File: src/verilog/pax_pkg.sv
// Operation
// - The transmit clock phase value counts in 4 ns steps and is valid from 0 to 10.
// - A written phase value above 10 is stored and applied as the value modulo 10.
// - A phase update moves the transmit clock by 4 ns times the new value minus the old value.
// - Writing 1 to the self-clearing enable bit applies the phase value, and writing 0 leaves it.
// - The 4-bit phase field reads back the current phase offset and resets to zero.
// - The 3-bit power back-off field selects normal, level 1, level 2 or level 3 transmit power.
// - Setting the self-clearing power-down bit powers the regulator down, and clearing it keeps it on.
// - The far-end fault status bit is set and held high when far-end fault signalling is seen.
// - The optical signalling status bit is set and held high when invalid signalling is seen.
// - The signal-detect status bit latches low on loss of signal detect, and a read refreshes it.
// - With auto signal detect enabled, valid signalling counts as signal detect and brings the link up.
// - Manual signal-detect configuration overrides every other signal-detect mechanism.
package pax_pkg;

	// ****************************************************************
	// Register indices; the byte address is four times the index.
	// ****************************************************************
	localparam int             IDX_W           = 10;
	localparam logic [9:0]     IDX_TX_PHASE    = 10'h042;
	localparam logic [9:0]     IDX_PWR_BO      = 10'h0ae;
	localparam logic [9:0]     IDX_REG_CTRL    = 10'h0d0;
	localparam logic [9:0]     IDX_FIB_CTRL2   = 10'h0fd;
	localparam logic [9:0]     IDX_FIB_MANUAL  = 10'h102;
	localparam logic [9:0]     IDX_IRQ_STATUS  = 10'h1f0;
	localparam logic [9:0]     IDX_IRQ_MASK    = 10'h1f1;

	// ****************************************************************
	// Field layouts and fixed read values.
	// ****************************************************************
	localparam int             PH_LSB          = 0;
	localparam int             PH_W            = 4;
	localparam int             PH_EN_BIT       = 4;
	localparam logic [3:0]     PH_MAX          = 4'ha;
	localparam logic [3:0]     PH_RST          = 4'h0;
	localparam logic signed [7:0] PH_STEP_NS   = 8'sh04;
	localparam int             PBO_LSB         = 6;
	localparam int             PBO_W           = 3;
	localparam logic [2:0]     PBO_RST         = 3'h0;
	localparam logic [15:0]    PBO_FIXED       = 16'h8020;
	localparam int             REG_PD_BIT      = 15;
	localparam int             REG_RSV_LSB     = 4;
	localparam int             REG_RSV_W       = 11;
	localparam int             REG_CTRL_W      = 4;
	localparam int             FIB_FEF_BIT     = 15;
	localparam int             FIB_PECL_BIT    = 14;
	localparam int             FIB_SD_BIT      = 13;
	localparam int             FIB_AUTO_BIT    = 9;
	localparam logic [15:0]    FIB2_FIXED      = 16'h0d64;
	localparam int             MAN_EN_BIT      = 15;
	localparam int             MAN_VAL_BIT     = 14;
	localparam logic [15:0]    MAN_FIXED       = 16'h0200;
	localparam int             IRQ_W           = 4;
	localparam int             IRQ_FEF         = 0;
	localparam int             IRQ_PECL        = 1;
	localparam int             IRQ_SD_LOSS     = 2;
	localparam int             IRQ_PHASE       = 3;
	localparam logic [1:0]     HTRANS_NONSEQ   = 2'h2;
	localparam logic [31:0]    WORD_ZERO       = 32'h0000_0000;

	// ****************************************************************
	// Types.
	// ****************************************************************
	typedef enum logic [1:0] {
		PAX_BUS_IDLE = 2'h0,
		PAX_BUS_WAIT = 2'h1,
		PAX_BUS_DONE = 2'h3
	} pax_bus_st_t;

	typedef struct packed {
		logic fef;
		logic pecl_violation;
		logic signal_detect;
		logic valid_signalling;
	} pax_fiber_in_t;

	typedef struct packed {
		logic              shift_pulse;
		logic signed [7:0] delta_ns;
		logic [3:0]        value;
	} pax_phase_cmd_t;

endpackage

File: src/verilog/pax_aux_regs.sv
`timescale 1ns/1ns
module pax_aux_regs (
	input  wire logic            hclk,
	input  wire logic            hresetn,
	input  wire logic            hsel,
	input  wire logic [31:0]     haddr,
	input  wire logic [1:0]      htrans,
	input  wire logic            hwrite,
	input  wire logic [2:0]      hsize,
	input  wire logic [31:0]     hwdata,
	input  wire logic            hready,
	output logic      [31:0]     hrdata,
	output logic                 hreadyout,
	output logic                 hresp,
	input  wire pax_pkg::pax_fiber_in_t fiber_in,
	output pax_pkg::pax_phase_cmd_t     tx_phase,
	output logic      [2:0]      power_back_off_level,
	output logic                 regulator_power_down,
	output logic      [3:0]      regulator_control_value,
	output logic                 fiber_sd_effective,
	output logic                 irq
);
	import pax_pkg::*;

	// ****************************************************************
	// State.
	// ****************************************************************
	typedef struct packed {
		pax_bus_st_t             bus_st;
		logic [IDX_W-1:0]        idx;
		logic                    write;
		logic [31:0]             rdata;
		logic [PH_W-1:0]         phase;
		logic                    shift_pulse;
		logic signed [7:0]       delta_ns;
		logic [PBO_W-1:0]        pbo;
		logic                    reg_pd;
		logic [REG_RSV_W-1:0]    reg_rsv;
		logic [REG_CTRL_W-1:0]   reg_ctrl;
		logic                    fef_lh;
		logic                    pecl_lh;
		logic                    sd_ll;
		logic                    auto_en;
		logic                    man_en;
		logic                    man_val;
		logic                    fef_prev;
		logic                    pecl_prev;
		logic                    sd_prev;
		logic                    sd_eff;
		logic [IRQ_W-1:0]        irq_stat;
		logic [IRQ_W-1:0]        irq_mask;
		logic                    irq;
	} pax_regs_t;

	pax_regs_t     st_r;
	pax_regs_t     st_nxt;
	pax_fiber_in_t fib_s;

	// ****************************************************************
	// Fiber inputs arrive from the optical side and are synchronised.
	// ****************************************************************
	pax_sync #(
		.W ($bits(pax_fiber_in_t))
	) i_pax_sync (
		.hclk    (hclk),
		.hresetn (hresetn),
		.d       (fiber_in),
		.q       (fib_s)
	);

	logic                 accept;
	logic                 wr_fire;
	logic                 rd_fire;
	logic [PH_W-1:0]      ph_new;
	logic signed [7:0]    ph_diff;
	logic [15:0]          rd_word;
	logic [IRQ_W-1:0]     irq_ev;

	// ****************************************************************
	// Bus decode.
	// ****************************************************************
	// Every transfer takes one wait state so that read data comes from a flop.
	assign accept  = hsel && (htrans == HTRANS_NONSEQ || htrans[1]) && hready;
	assign wr_fire = (st_r.bus_st == PAX_BUS_WAIT) && st_r.write;
	assign rd_fire = (st_r.bus_st == PAX_BUS_WAIT) && !st_r.write;

	always_comb begin
		rd_word = 16'h0000;
		if (st_r.idx == IDX_TX_PHASE) begin
			rd_word = {12'h000, st_r.phase};
		end else if (st_r.idx == IDX_PWR_BO) begin
			rd_word = PBO_FIXED | {7'h00, st_r.pbo, 6'h00};
		end else if (st_r.idx == IDX_REG_CTRL) begin
			rd_word = {1'b0, st_r.reg_rsv, st_r.reg_ctrl};
		end else if (st_r.idx == IDX_FIB_CTRL2) begin
			rd_word = FIB2_FIXED;
			rd_word[FIB_FEF_BIT]  = st_r.fef_lh;
			rd_word[FIB_PECL_BIT] = st_r.pecl_lh;
			rd_word[FIB_SD_BIT]   = st_r.sd_ll;
			rd_word[FIB_AUTO_BIT] = st_r.auto_en;
		end else if (st_r.idx == IDX_FIB_MANUAL) begin
			rd_word = MAN_FIXED;
			rd_word[MAN_EN_BIT]  = st_r.man_en;
			rd_word[MAN_VAL_BIT] = st_r.man_val;
		end else if (st_r.idx == IDX_IRQ_STATUS) begin
			rd_word = {12'h000, st_r.irq_stat};
		end else if (st_r.idx == IDX_IRQ_MASK) begin
			rd_word = {12'h000, st_r.irq_mask};
		end
	end

	// Values above the top step wrap by subtracting ten once, which covers 11 to 15.
	assign ph_new  = (hwdata[PH_LSB +: PH_W] > PH_MAX) ?
		4'(hwdata[PH_LSB +: PH_W] - PH_MAX) : hwdata[PH_LSB +: PH_W];
	assign ph_diff = $signed({4'h0, ph_new}) - $signed({4'h0, st_r.phase});

	always_comb begin
		irq_ev              = '0;
		irq_ev[IRQ_FEF]     = fib_s.fef && !st_r.fef_prev;
		irq_ev[IRQ_PECL]    = fib_s.pecl_violation && !st_r.pecl_prev;
		irq_ev[IRQ_SD_LOSS] = !fib_s.signal_detect && st_r.sd_prev;
		irq_ev[IRQ_PHASE]   = st_r.shift_pulse;
	end

	// ****************************************************************
	// Next state.
	// ****************************************************************
	always_comb begin
		st_nxt             = st_r;
		st_nxt.shift_pulse = 1'b0;
		st_nxt.fef_prev    = fib_s.fef;
		st_nxt.pecl_prev   = fib_s.pecl_violation;
		st_nxt.sd_prev     = fib_s.signal_detect;

		case (st_r.bus_st)
			PAX_BUS_IDLE, PAX_BUS_DONE: begin
				if (accept) begin
					st_nxt.bus_st = PAX_BUS_WAIT;
					st_nxt.idx    = haddr[IDX_W+1:2];
					st_nxt.write  = hwrite;
				end else begin
					st_nxt.bus_st = PAX_BUS_IDLE;
				end
			end
			PAX_BUS_WAIT: begin
				st_nxt.bus_st = PAX_BUS_DONE;
			end
			default: begin
				st_nxt.bus_st = PAX_BUS_IDLE;
			end
		endcase

		// The read answer is held until the next read; unmapped words read zero.
		if (rd_fire) begin
			st_nxt.rdata = {16'h0000, rd_word};
		end

		// Latched-high bits follow the event; a read drops them to the live level.
		if (rd_fire && st_r.idx == IDX_FIB_CTRL2) begin
			st_nxt.fef_lh  = fib_s.fef;
			st_nxt.pecl_lh = fib_s.pecl_violation;
			st_nxt.sd_ll   = fib_s.signal_detect;
		end else begin
			st_nxt.fef_lh  = st_r.fef_lh | fib_s.fef;
			st_nxt.pecl_lh = st_r.pecl_lh | fib_s.pecl_violation;
			st_nxt.sd_ll   = st_r.sd_ll & fib_s.signal_detect;
		end

		// A new event in the clearing read cycle still sets its status bit.
		if (rd_fire && st_r.idx == IDX_IRQ_STATUS) begin
			st_nxt.irq_stat = irq_ev;
		end else begin
			st_nxt.irq_stat = st_r.irq_stat | irq_ev;
		end

		if (wr_fire) begin
			if (st_r.idx == IDX_TX_PHASE) begin
				if (hwdata[PH_EN_BIT]) begin
					st_nxt.phase       = ph_new;
					st_nxt.shift_pulse = 1'b1;
					st_nxt.delta_ns    = ph_diff * PH_STEP_NS;
				end
			end else if (st_r.idx == IDX_PWR_BO) begin
				st_nxt.pbo = hwdata[PBO_LSB +: PBO_W];
			end else if (st_r.idx == IDX_REG_CTRL) begin
				st_nxt.reg_pd   = hwdata[REG_PD_BIT];
				st_nxt.reg_rsv  = hwdata[REG_RSV_LSB +: REG_RSV_W];
				st_nxt.reg_ctrl = hwdata[REG_CTRL_W-1:0];
			end else if (st_r.idx == IDX_FIB_CTRL2) begin
				st_nxt.auto_en = hwdata[FIB_AUTO_BIT];
			end else if (st_r.idx == IDX_FIB_MANUAL) begin
				st_nxt.man_en  = hwdata[MAN_EN_BIT];
				st_nxt.man_val = hwdata[MAN_VAL_BIT];
			end else if (st_r.idx == IDX_IRQ_MASK) begin
				st_nxt.irq_mask = hwdata[IRQ_W-1:0];
			end
		end

		// Manual level wins, then auto detection from valid signalling, then the pin.
		if (st_r.man_en) begin
			st_nxt.sd_eff = st_r.man_val;
		end else if (st_r.auto_en) begin
			st_nxt.sd_eff = fib_s.valid_signalling;
		end else begin
			st_nxt.sd_eff = fib_s.signal_detect;
		end

		st_nxt.irq = |(st_r.irq_stat & st_r.irq_mask);
	end

	always_ff @(posedge hclk or negedge hresetn) begin
		if (!hresetn) begin
			st_r          <= '0;
			st_r.bus_st   <= PAX_BUS_IDLE;
			st_r.phase    <= PH_RST;
			st_r.pbo      <= PBO_RST;
			st_r.rdata    <= WORD_ZERO;
		end else begin
			st_r <= st_nxt;
		end
	end

	// ****************************************************************
	// Outputs.
	// ****************************************************************
	assign hreadyout               = (st_r.bus_st != PAX_BUS_WAIT);
	assign hresp                   = 1'b0;
	assign hrdata                  = st_r.rdata;
	assign tx_phase.shift_pulse    = st_r.shift_pulse;
	assign tx_phase.delta_ns       = st_r.delta_ns;
	assign tx_phase.value          = st_r.phase;
	assign power_back_off_level    = st_r.pbo;
	// The bit reads back as zero, but the regulator stays off until it is written 0.
	assign regulator_power_down    = st_r.reg_pd;
	// Reserved regulator bits are stored as written; software keeps them zero.
	assign regulator_control_value = st_r.reg_ctrl;
	assign fiber_sd_effective      = st_r.sd_eff;
	assign irq                     = st_r.irq;

	logic wr_phase_en;
	logic rd_fib2;
	assign wr_phase_en = wr_fire && st_r.idx == IDX_TX_PHASE && hwdata[PH_EN_BIT];
	assign rd_fib2     = rd_fire && st_r.idx == IDX_FIB_CTRL2;
endmodule

File: src/verilog/pax_sync.sv
`timescale 1ns/1ns
module pax_sync #(
	parameter int W = 1
) (
	input  wire logic         hclk,
	input  wire logic         hresetn,
	input  wire logic [W-1:0] d,
	output logic      [W-1:0] q
);
	typedef struct packed {
		logic [W-1:0] meta;
		logic [W-1:0] sync;
	} pax_sync_st_t;

	pax_sync_st_t st_r;
	pax_sync_st_t st_nxt;

	// The first stage feeds only the second stage, never any logic.
	always_comb begin
		st_nxt      = st_r;
		st_nxt.meta = d;
		st_nxt.sync = st_r.meta;
	end

	always_ff @(posedge hclk or negedge hresetn) begin
		if (!hresetn) begin
			st_r <= '0;
		end else begin
			st_r <= st_nxt;
		end
	end

	assign q = st_r.sync;
endmodule

File: config.mk
export PLATFORM = sky130hd
export DESIGN_NAME = pax_aux_regs
export DESIGN_NICKNAME = d
export VERILOG_FILES = /design/src/verilog/pax_pkg.sv /design/src/verilog/pax_aux_regs.sv /design/src/verilog/pax_sync.sv
export SDC_FILE = /design/constraint.sdc
export NUM_CORES = 1
export LEC_CHECK = 0
export BUFFER_PORTS_ARGS = -buffer_cell sky130_fd_sc_hd__buf_2
export CAP_MARGIN = 20
export CORE_UTILIZATION = 46
export CTS_CLUSTER_SIZE = 12
export DETAILED_ROUTE_END_ITERATION = 8
export PLACE_DENSITY = 0.85
export SYNTH_ARGS = -nofsm -noshare
export SYNTH_HDL_FRONTEND = slang
export SYNTH_SLANG_ARGS = --single-unit
File: constraint.sdc
create_clock -name hclk -period 2 [get_ports hclk]
set_input_delay 0.3 -clock hclk [delete_from_list [all_inputs] [get_ports hclk]]
set_output_delay 0.3 -clock hclk [all_outputs]
set_load 0.03 [all_outputs]
---- Word level (Yosys, flattened, before mapping) ----
Index checks and enable logic that the tools add are counted.
storage, ports and cells
  bits in latches ......................... 0
  output and inout bits ................... 57
  RAM bits ................................ 0
  ROM bits ................................ 0
  memories kept ........................... 0
  register bits after elaboration ......... 86
  logic and storage cells ................. 95
cells by class
  magnitude comparators ................... 1
  bitwise gates (word level) .............. 10
  muxes and demuxes ....................... 21
  reductions and logical operators ........ 24
  $add $sub $neg .......................... 2
  divide/modulo/power cells ............... 0
  shifts and indexed selects .............. 0
  multipliers ............................. 0
  eq/ne operators ......................... 11
operator list
  cell                   number
  $mux W16               7
  $eq A10 B8 Y1 const B  3
  $eq A10 B9 Y1 const B  3
  $mux W28               1
  $mux W19               1
  $mux W9                2
  $mux W4                4
  $eq A10 B7 Y1 const B  1
  $logic_and A1 B1 Y1    9
  $reduce_and A7 Y1      1
  $mux W3                2
  $reduce_and A3 Y1      2
  $reduce_and A6 Y1      1
  $not A1 Y1             5
  $reduce_and A5 Y1      1
  $sub A4 B4 Y5          1
  $and A4 B4 Y4          1
  $eq A2 B2 Y1 const B   2
  $gt A4 B4 Y1 const B   1
  $logic_not A1 Y1       4
  $or A4 B4 Y4           1
  $pmux W2 S2            1
  $reduce_and A4 Y1      1
  $reduce_or A4 Y1       1
  10 further kinds       13

---- Depth between registers and ports, before layout ----
Gate-level depths: netlist (run 1).
  depth in word-level cells ............... 8
  depth in mapped cells ................... 8
  depth with buffers taken out ............ 8

---- Modules after synthesis ----
A second synthesis (run 1) with hierarchy kept.
unflattened totals
  cells, all modules ...................... 354
  area total of the unflattened synthesis .. 4,125.2 um^2
by module, submodules not included
  module        cells each  times used  area each (um^2)  seq. area each (um^2)
  pax_aux_regs  346         1           3,925.0           1,926.8
  pax_sync      8           1           200.2             200.2

---- Worst setup path before layout (run 1) ----
No wires, ideal clock.
  kind .................................... register to register
  start point ............................. reg st_r[87] (netlist name)
  end point ............................... reg st_r, in the netlist tx_phase[1]
  arrival time ............................ 2,002 ps
  clock period less this slack ............ 2,127 ps
  cell stages (with the launch flop) ...... 6
  setup time .............................. 125 ps
  setup slack ............................. -127 ps
  path buffers ............................ 2
  cells stage by stage .................... dfrtp_1 > or4_1 > buf_2 > or4b_1 > buf_6 > mux2_4
on the way
  longest elaborated chain between the ends .. 2
ends and longest elaborated chain
  item                                line                 text
  start, declared                     pax_aux_regs.sv:55   pax_regs_t st_r;
  start signal, assigned              pax_aux_regs.sv:219  st_r <= st_nxt;
  $eq A10 B7 Y1                       --
  $reduce_and A3 Y1 (no source line)  --
Every way passes these cells.
A chain may end at the register's enable or synchronous reset.

---- Worst setup path in the final report (run 1) ----
  start point ............................. reg st_r[87] (netlist name)
  end point ............................... reg st_r[14] (netlist name)
on the way
  longest elaborated chain between the ends .. 3
ends and longest elaborated chain
  item
  $eq A10 B8 Y1 (tied with other cells)
  $not A1 Y1 (no source line)
  $reduce_and A6 Y1 (no source line) (*)
Mark *: on every way between the ends. The rest lies on a longest branch, timed or not.

==> metrics, run 1 <==
Largest stage delay, worst path=0.54 ns; Slew @ Worst Pin=0.596 ns; HP Start=fiber_in[0]; crit path max-delay cell type=or4_4; antenna diode count=0; Detailed Place HPWL=between 6000 and 7000 um; crit-path cells=or4_4 -> buf_4 -> nor4_4 -> buf_4 -> nand2_1 -> mux2_2; standard-cell rows=34; NetSw=1.63 mW; most frequent cell after synthesis=dfrtp_1; Worst Hold Path Cells=1; Routability Congestion=0.926; pre-CTS setup slack=-0.0775 ns; Data required, critical path=around 2.3 ns; number of vias per cell=5.36; final setup TNS=0 ns; Async SR Flop Fraction=100%; final setup fails=0; synthesized area=just over 0.004 mm^2; worst path bufs/invs=2; Flop pwr share=44.9%; CP max FO=5; r2r startpoint=st_r[87]; height of the die=96.8 um; Synth area leader=dfrtp_1; reg2reg end=st_r[14]; synth top area cells=dfrtp_1 (51%), mux2_2 (9.8%), buf_4 (9.6%); Synth warnings=0; status=finished, final reports clean; H-Tree Depth=3; internal reg-to-reg setup slack=0.02 ns; Cells after Synth=358; P_leak=roughly 2.3 nW; period utilization=99.0%; # fillers=728; die area=0.00936 mm^2; FMAX=505 MHz; clock sinks=85; Multi-input gate area=0.00162 mm^2; final core utilization=54.4%; Post-synth EDFFs=0; Routed Antenna Nets=0; Synth Register Bits=85; top cells by count, synth=dfrtp_1 (85), buf_4 (53), mux2_2 (36); Overall Global Routing Usage=approximately a fifth; count of cell types in the netlist=58; Synth Area in Compound Gates=between 10 and 15%; switching share of power=35.1%; vias in the first global route=2,994; via count=2,900; largest net degree at the start of global routing=46; Sequential Area=0.00213 mm^2; worst min path class=in -> reg; Comb pwr share=31.2%; count of nets after finishing=about 520; post-synthesis sequential area ratio=51.5%; Die X=96.8 um; Starting Density=a little under half; First DRT Iteration DRCs=188; CTS root buffer=clkbuf_8; antenna violations before repair=0; largest family of logic cells by synthesized area=buffers and inverters; Clk Latency, worst-skew pair=0.36 ns; final critical-path setup slack=0.0190 ns; DRT Pass-1 Iters=4; Crit Path Category=reg -> reg; first-pass GRT wire length=14,800 um; grt ovf=0; Primary FF master, synth=dfrtp_1; Mapped Avg Cell Area=11.5 um^2; mux contribution to synthesized area=12.4%; Max-cap violations=0; Worst slew margin=60.2%; DRC errors left=0; I/O Pins=135; layout cells sized above 1=42.0%; Synth Area in Adders=2.91%; Hold Violations, Final=0; Max Buffers Root-to-Sink=2; simple logic cell fraction of the synthesized area=9.78%; Max IR drop VDD=slightly above 800 uV; routed wire length=8910 um; CTS Buf Count=9; Int Pwr=approximately 3 mW; Max Slew Vio Count=0; CP dominant cell by count=buf_4; P&R area growth vs syn=15.0%; Reg2Reg Depth=6; crit-path leading delay family=simple AND/OR/NAND/NOR gates; PD cells=976 mW/mm^2; hold endpoint=i_pax_sync.st_nxt[0]; WL per Instance=~16 um; CP arrival=2.23 ns; hold slack=0.0420 ns; clock skew=0.0170 ns; Port Buf Inserts=between 70 and 80; CORE AREA=0.00872 mm^2; Setup crit start kind=flip-flop; Clock Power Share=23.9%; CTS tree=done; crit end category=flip-flop; Clk pin slew, worst setup/hold paths=0.09 ns; post-layout minimum cycle time=approximately 2.0 ns; xor and xnor area share after synthesis=less than 1%; Yosys top cell area share=51.5%
==> routing by layer <==
metal | routed length, um | GRT usage (%) | up-vias
li1 | - | - | 1326
met1 | 3960 | 26.2 | 1452
met2 | 4300 | 32.3 | 106
met3 | 460 | 3.97 | 16
met4 | 188 | 8.84 | 0
met5 | 0 | 0 | -
==> placed cells by master, fill, tap and decap left out, types with 2 or more instances in the layout <==
| cell type | count |
|---|---|
| buf_2 | 72 |
| mux2i_1 | 6 |
| a2bb2oi_1 | 2 |
| a21boi_0 | 2 |
| nor4_1 | 2 |
| nand4_1 | 2 |
| o21ai_0 | 13 |
| nand2_1 | 27 |
| inv_1 | 16 |
| buf_4 | 33 |
| nor2_1 | 5 |
| o31a_1 | 2 |
| conb_1 | 19 |
| dfrtp_1 | 85 |
| a21oi_1 | 11 |
| a22o_1 | 3 |
| a21o_1 | 3 |
| or3b_4 | 3 |
| ha_1 | 8 |
| nor3_1 | 4 |
| a22oi_1 | 7 |
| clkbuf_8 | 9 |
| nand2b_1 | 4 |
| nand3_1 | 2 |
| o31ai_1 | 4 |
| or4b_4 | 2 |
| clkinv_2 | 3 |
| a32o_1 | 2 |
| o21ai_2 | 4 |
| mux2_4 | 3 |
| nand3b_1 | 2 |
| nand2_2 | 2 |
| mux2_2 | 36 |
| inv_6 | 2 |
==> per-stage QoR <==
stage	instance area [um^2]	power [mW]	instances
after floorplan	4200	2.93	376
after global placement	4480	3.30	522
after detailed placement	4480	3.37	522
after CTS	4720	4.54	542
after global routing	4750	4.85	541
final	4750	4.63	541
==> logic make-up (layout without fill, tap and decap cells) <==
group                      Yosys count  count (layout)
xor gates and xnor gates             1               1
DFF                                 85              85
and+or+nand+nor                     73              73
other                                1              19
buffers and inverters               82             139
muxes                               45              45
adders and majority gates            9               9
AOI/OAI and AO/OA                   62              62
==> layout make-up <==
type	count	area share [%]
clock buffers	9	2.61
clock inverters	7	1.03
inverters	16	1.26
multi-input cells	209	34.0
flip-flops and latches	85	44.8
well taps	108	2.85
repair buffers	107	13.4
==> sequential cells by signal, indices dropped and copies added, names as in the netlist <==
register,cells
tx_phase,10
hrdata,16
i_pax_sync.q,4
power_back_off_level,3
st_r,41
regulator_control_value,4
fiber_sd_effective,1
regulator_power_down,1
i_pax_sync.st_nxt,4
irq,1
==> power groups by stage <==
stage          logic [mW]  registers, mW  clock network (mW)
2_1_floorplan       0.834           2.10                   0
5_1_grt              1.56           2.11                1.19
3_5_place_dp         1.26           2.10                   0
4_1_cts              1.36           2.07                1.12
6_report             1.44           2.08                1.11
3_3_place_gp         1.21           2.09                   0
==> worst max-delay path by stage <==
stage	slack (ns)	cells past startpoint	from	to
after floorplan	-0.09	5	st_r[86]	tx_phase[1]
after global placement	-0.05	4	st_r[91]	tx_phase[2]
after detailed placement	-0.08	4	st_r[91]	tx_phase[2]
after CTS	-0.003	4	st_r[87]	tx_phase[3]
after global routing	-0.02	6	st_r[84]	hrdata[6]
final	0.02	6	st_r[87]	st_r[14]
==> repair_timing <==
item                                   CTS  global route
hold buffers                             1             0
gates resized for setup                  9             8
setup endpoints to repair               19            36
cloned                                   0             0
setup buffers                            3             0
pin swaps                                2             1
endpoints found under the hold margin   42             0
(Power assumes the default switching activity.)
==> run 2: changes to the inputs <==
Settings changed: PLACE_DENSITY 0.85 to 0.86, SYNTH_HIERARCHICAL from default to 1.
==> metrics, run 2 <==
CORE AREA=0.00872 mm^2 (unchanged); CP max FO=7 (+2); via count=2,689 (-7.3%); Crit Path Category=reg -> reg; height of the die=96.7 um (about the same); Int Pwr=3.00 mW (-0.25%); Hold Violations, Final=0 (unchanged); switching share of power=33.1% (-2.0 points); # fillers=770 (+5.8%); Mapped Avg Cell Area=11.7 um^2 (+1.0%); I/O Pins=135 (unchanged); P&R area growth vs syn=10.6%; standard-cell rows=34 (unchanged); most frequent cell after synthesis=dfrtp_1; Routability Congestion=0.789 (-15%); DRC errors left=0 (unchanged); Starting Density=47.3% (-0.057 points); P_leak=2.31 nW (about the same); HP Start=fiber_in[3]; Synth warnings=6 (+6); Max Buffers Root-to-Sink=2 (unchanged); grt ovf=0 (unchanged); DRT Pass-1 Iters=4 (unchanged); Clk Latency, worst-skew pair=0.35 ns (about the same); synthesized area=0.00413 mm^2 (-0.12%); unrepaired setup endpoints after global routing=no; Data required, critical path=2.24 ns (about the same); final setup fails=0 (unchanged); Clk pin slew, worst setup/hold paths=0.08 ns (about the same); vias in the first global route=2,705 (-9.7%); worst min path class=in -> reg; FMAX=540 MHz (+7.1%); layout cells sized above 1=37.3% (-4.7 points); top cells by count, synth=dfrtp_1 (85), buf_4 (53), mux2_2 (33); synth top area cells=dfrtp_1 (52%), buf_4 (9.6%), mux2_2 (9.0%); Port Buf Inserts=73 (unchanged); period utilization=92.5% (-6.5 points); most common cell after layout, fill and taps aside=dfrtp_1; PD cells=982 mW/mm^2 (+0.66%); r2r startpoint=st_r[90]; Detailed Place HPWL=6160 um (-4.3%); antenna violations before repair=0 (unchanged); Clock Power Share=25.9% (+2.0 points); Post-synth EDFFs=0 (unchanged); WL per Instance=15.8 um (-4.2%); Largest Register=st_r; die area=0.00935 mm^2 (-0.11%); Comb pwr share=26.2% (-5.0 points); Primary FF master, synth=dfrtp_1; Overall Global Routing Usage=18.4% (-1.6 points); number of vias per cell=5.16 (-3.7%); clock skew=0.00568 ns (-0.0113 ns); count of nets after finishing=495 (-3.9%); NetSw=1.48 mW (-8.8%); Die X=96.7 um (about the same); antenna diode count=0 (unchanged); Setup crit start kind=flip-flop; routed wire length=8230 um (-7.7%); Flop pwr share=48.0% (+3.1 points); Worst Setup SP=st_r[90]; most frequent cells in the layout=dfrtp_1 (85), buf_2 (72), mux2_2 (33); crit end category=flip-flop; Largest register FFs=41 (unchanged); Synth Register Bits=85 (unchanged); Yosys top cell area share=51.6% (+0.062 points); Cells after Synth=354 (-1.1%); post-CTS repair timing setup buffer count=0 (-3); final critical-path setup slack=0.150 ns (+0.131 ns); Max-cap violations=0 (unchanged); Slew @ Worst Pin=0.629 ns (+0.0328 ns); First DRT Iteration DRCs=136 (-28%); largest net degree at the start of global routing=45 (-2.2%); status=finished, final reports clean; H-Tree Depth=3 (unchanged); CTS tree=done; post-layout minimum cycle time=1.85 ns (-0.131 ns); first-pass GRT wire length=13,600 um (-8.0%); Synth area leader=dfrtp_1; Max Slew Vio Count=0 (unchanged); Max IR drop VDD=527 uV (-35%); CTS root buffer=clkbuf_8; count of cell types in the netlist=50 (-14%); Routed Antenna Nets=0 (unchanged); Worst slew margin=58.0% (-2.2 points); final setup TNS=0 ns (unchanged); Async SR Flop Fraction=100% (unchanged); pre-CTS setup slack=0.121 ns (+0.198 ns); post-synthesis sequential area ratio=51.6% (+0.062 points); clock sinks=85 (unchanged); CTS Buf Count=9 (unchanged); CP arrival=2.09 ns (-0.14 ns)
==> run 2: cell count changes in the layout (fill, tap and decap cells not counted), moves of 4 or more <==
| cell | change |
|---|---|
| nor2_1 | +4 |
| and3_1 | +4 |
| nor3_1 | -4 |
| a221oi_1 | +4 |
| o21ai_2 | -4 |
| mux2_4 | +7 |
| buf_4 | -18 |
| mux2i_1 | -5 |
==> run 2: per-layer routing <==
metal | vias to the layer above | global-route usage (%) | share of wire (%)
met3 | 9 | 4.62 | 5.3
met1 | 1334 | 23.2 | 42
met5 | - | 0 | 0
li1 | 1261 | - | -
met2 | 85 | 31.4 | 52
met4 | 0 | 5.17 | 1.2
==> run 2: worst max-delay path: stages, from the launching register on <==
cell      delay (ns)
dfrtp_1         0.50
nand3b_2        0.17
nor2_2          0.16
nor4b_4         0.26
and3_2          0.30
mux2_2          0.35
==> run 2: cell families after synthesis <==
group | Yosys count | synth area share, %
buffers and inverters | 80 | 12.4
muxes | 44 | 12.9
AOI/OAI and AO/OA | 58 | 9.16
other | 1 | 0.0909
adders and majority gates | 9 | 2.91
and+or+nand+nor | 75 | 10.6
xor gates and xnor gates | 2 | 0.425
DFF | 85 | 51.6
==> run 2: area by class of cell <==
cell class              count  area (um^2)  share of cell area [%]
inverters                  16         60.1                    1.32
clock inverters             4         48.8                    1.07
flip-flops and latches     85         2130                    46.6
clock buffers              12          135                    2.96
repair buffers             89          503                    11.0
well taps                 108          135                    2.96
multi-input cells         207         1560                    34.1
==> run 2: power groups by stage <==
stage	Combinational, mW	Clock [mW]	Sequential (mW)
global route	1.27	1.28	2.18
CTS	1.18	1.19	2.15
detailed placement	1.17	0	2.19
floorplan	0.922	0	2.13
global placement	1.13	0	2.16
finish	1.17	1.16	2.15
==> run 2: timing repair <==
item,in CTS,in global routing
endpoints found under the hold margin,42,0
setup endpoints to repair,0,2
hold buffers,1,0
gates resized for setup,0,1
==> run 2: final timing paths <==
path / endpoint / slack [ns] / cells past startpoint
worst max register to register: st_r[1] / 0.15 / 5
max in group asynchronous: hrdata[8] / 0.90 / 3
worst min register to register: i_pax_sync/q[3] / 0.35 / 0
worst max-delay path: st_r[1] / 0.15 / 5
min in group asynchronous: hrdata[15] / 0.49 / 2
worst min-delay path: i_pax_sync/st_nxt[3] / 0.05 / 1
==> run 2: stage by stage <==
stage	hold WS [ns]	util (%)	std cells	cell area, um^2	total power, mW
final	0.0537	52.3	521	4560	4.48
after global routing	0.0304	52.3	521	4560	4.73
after CTS	0.0336	52.3	521	4560	4.52
after detailed placement	0.335	50.1	504	4370	3.36
after global placement	0.322	50.1	504	4370	3.29
after floorplan	0.00441	-	372	4190	3.05
==> run 3: changes to the inputs <==
--- a/config.mk
+++ b/config.mk
@@ -11,5 +11,5 @@
 export CTS_CLUSTER_SIZE = 12
 export DETAILED_ROUTE_END_ITERATION = 8
-export PLACE_DENSITY = 0.86
+export PLACE_DENSITY_LB_ADDON = 0.3
 export SYNTH_ARGS = -nofsm -noshare
 export SYNTH_HDL_FRONTEND = slang
==> constraint.sdc (replaced) <==
create_clock -name hclk -period 2 [get_ports hclk]
set_input_delay 0.3 -clock hclk [delete_from_list [all_inputs] [get_ports hclk]]
set_output_delay 0.3 -clock hclk [all_outputs]
set_load 0.01 [all_outputs]
==> metrics, run 3 (same netlist as run 2, synthesis figures left out) <==
status=finished, final reports clean; antenna diode count=0 (unchanged); Largest stage delay, worst path=0.53 ns (+0.03 ns); Multi-input gate area=0.00155 mm^2 (about the same); routed wire length=7970 um (-3.1%); PD cells=944 mW/mm^2 (-3.9%); # fillers=780 (+1.3%); Largest register FFs=41 (unchanged); Port Buf Inserts=73 (unchanged); die area=0.00935 mm^2 (unchanged); Max IR drop VDD=567 uV (+7.8%); grt ovf=0 (unchanged); Crit Path Category=reg -> reg; Max Slew Vio Count=0 (unchanged); CTS resizes=0 (unchanged); CTS tree=done; I/O Pins=135 (unchanged); largest net degree at the start of global routing=52 (+16%); Die X=96.7 um (unchanged); DRT Pass-1 Iters=4 (unchanged); clock skew=0.0102 ns (+0.00454 ns); Slew @ Worst Pin=0.654 ns (+0.0258 ns); via count=2,658 (-1.2%); vias in the first global route=2,722 (+0.63%); Data required, critical path=2.24 ns (about the same); first-pass GRT wire length=13,700 um (+0.61%); Setup crit start kind=flip-flop; Overall Global Routing Usage=18.5% (+0.083 points); Clk pin slew, worst setup/hold paths=0.09 ns (about the same); most frequent cells in the layout=dfrtp_1 (85), buf_2 (72), mux2_2 (33); hold slack=0.0420 ns (-0.0117 ns); CP max FO=12 (+5); Starting Density=47.3% (unchanged); count of nets after finishing=495 (unchanged); First DRT Iteration DRCs=80 (-41%); CORE AREA=0.00872 mm^2 (unchanged); CP arrival=2.10 ns (about the same); worst min path class=in -> reg; final setup TNS=0 ns (unchanged); cts hold-fix bufs=1 (unchanged); Routability Congestion=0.781 (-0.91%); CTS root buffer=clkbuf_8; most common cell after layout, fill and taps aside=dfrtp_1; P_leak=2.31 nW (+0.12%); WL per Instance=15.3 um (-3.1%); Hold Violations, Final=0 (unchanged); period utilization=92.9% (+0.35 points); Clk Latency, worst-skew pair=0.36 ns (about the same); standard-cell rows=34 (unchanged); DRC errors left=0 (unchanged); Largest Register=st_r; worst path bufs/invs=1 (+1); post-layout minimum cycle time=1.86 ns (+0.00704 ns); Detailed Place HPWL=5860 um (-4.8%); post-CTS repair timing setup buffer count=0 (unchanged); internal reg-to-reg setup slack=0.14 ns (about the same); crit-path cells=inv_1 -> ha_1 -> nand4_1 -> mux2_2; CTS Buf Count=9 (unchanged); height of the die=96.7 um (unchanged); FMAX=538 MHz (-0.38%); crit end category=flip-flop; layout cells sized above 1=37.5% (+0.24 points); Worst slew margin=56.3% (-1.7 points); antenna violations before repair=0 (unchanged); final setup fails=0 (unchanged); Max-cap violations=0 (unchanged); H-Tree Depth=3 (unchanged); unrepaired setup endpoints after global routing=no; Sequential Area=0.00213 mm^2 (unchanged); P&R area growth vs syn=10.7% (about the same); clock sinks=85 (unchanged); Routed Antenna Nets=0 (unchanged); crit-path leading delay family=simple AND/OR/NAND/NOR gates; crit path max-delay cell type=nand4_1; Max Buffers Root-to-Sink=2 (unchanged); number of vias per cell=5.10 (-1.2%)
==> run 3: cell type report <==
cell class / instances / area share, %
inverter: 16 / 1.32
timing repair buffer: 89 / 11.0
sequential: 85 / 46.6
clock inverter: 4 / 0.685
clock buffer: 12 / 3.40
tap: 108 / 2.96
multi-input combinational: 207 / 34.0
==> run 3: worst reg2reg max path: stages (launching register included) <==
cell	delay (ns)
dfrtp_1	0.39
inv_1	0.06
ha_1	0.27
nand4_1	0.53
mux2_2	0.50
==> run 3: final timing paths <==
kind	start	end	cells past startpoint
max in group asynchronous	hresetn	st_r[10]	3
min in group asynchronous	hresetn	st_r[84]	2
setup / recovery	st_r[94]	st_r[93]	4
hold reg to reg	i_pax_sync/st_nxt[2]	i_pax_sync/q[2]	0
setup reg to reg	st_r[94]	st_r[93]	4
hold / removal	fiber_in[0]	i_pax_sync/st_nxt[0]	1
==> run 3: layer usage <==
| layer | vias to the layer above | GRT usage (%) | wire, um |
|---|---|---|---|
| met5 | - | 0 | 0 |
| met4 | 0 | 5.63 | 86 |
| met3 | 9 | 4.41 | 381 |
| met2 | 70 | 29.7 | 3810 |
| met1 | 1312 | 24.9 | 3700 |
| li1 | 1267 | - | - |
==> run 3: through the flow <==
| stage | power (mW) | cell area (um^2) | utilization [%] | instances | setup slack (ns) |
|---|---|---|---|---|---|
| floorplan | 2.90 | 4190 | - | 372 | 0.145 |
| global placement | 3.16 | 4370 | 50.1 | 504 | 0.158 |
| detailed placement | 3.20 | 4370 | 50.1 | 504 | 0.120 |
| CTS | 4.34 | 4570 | 52.4 | 521 | 0.152 |
| global route | 4.57 | 4570 | 52.4 | 521 | 0.0428 |
| finish | 4.31 | 4570 | 52.4 | 521 | 0.143 |
==> run 3: report_power, final <==
group / leakage [nW] / internal, mW / switching [mW]
sequential: 1.05 / 1.95 / 0.209
clock: 0.0969 / 0.527 / 0.615
combinational: 1.16 / 0.474 / 0.538
total: 2.31 / 2.95 / 1.36
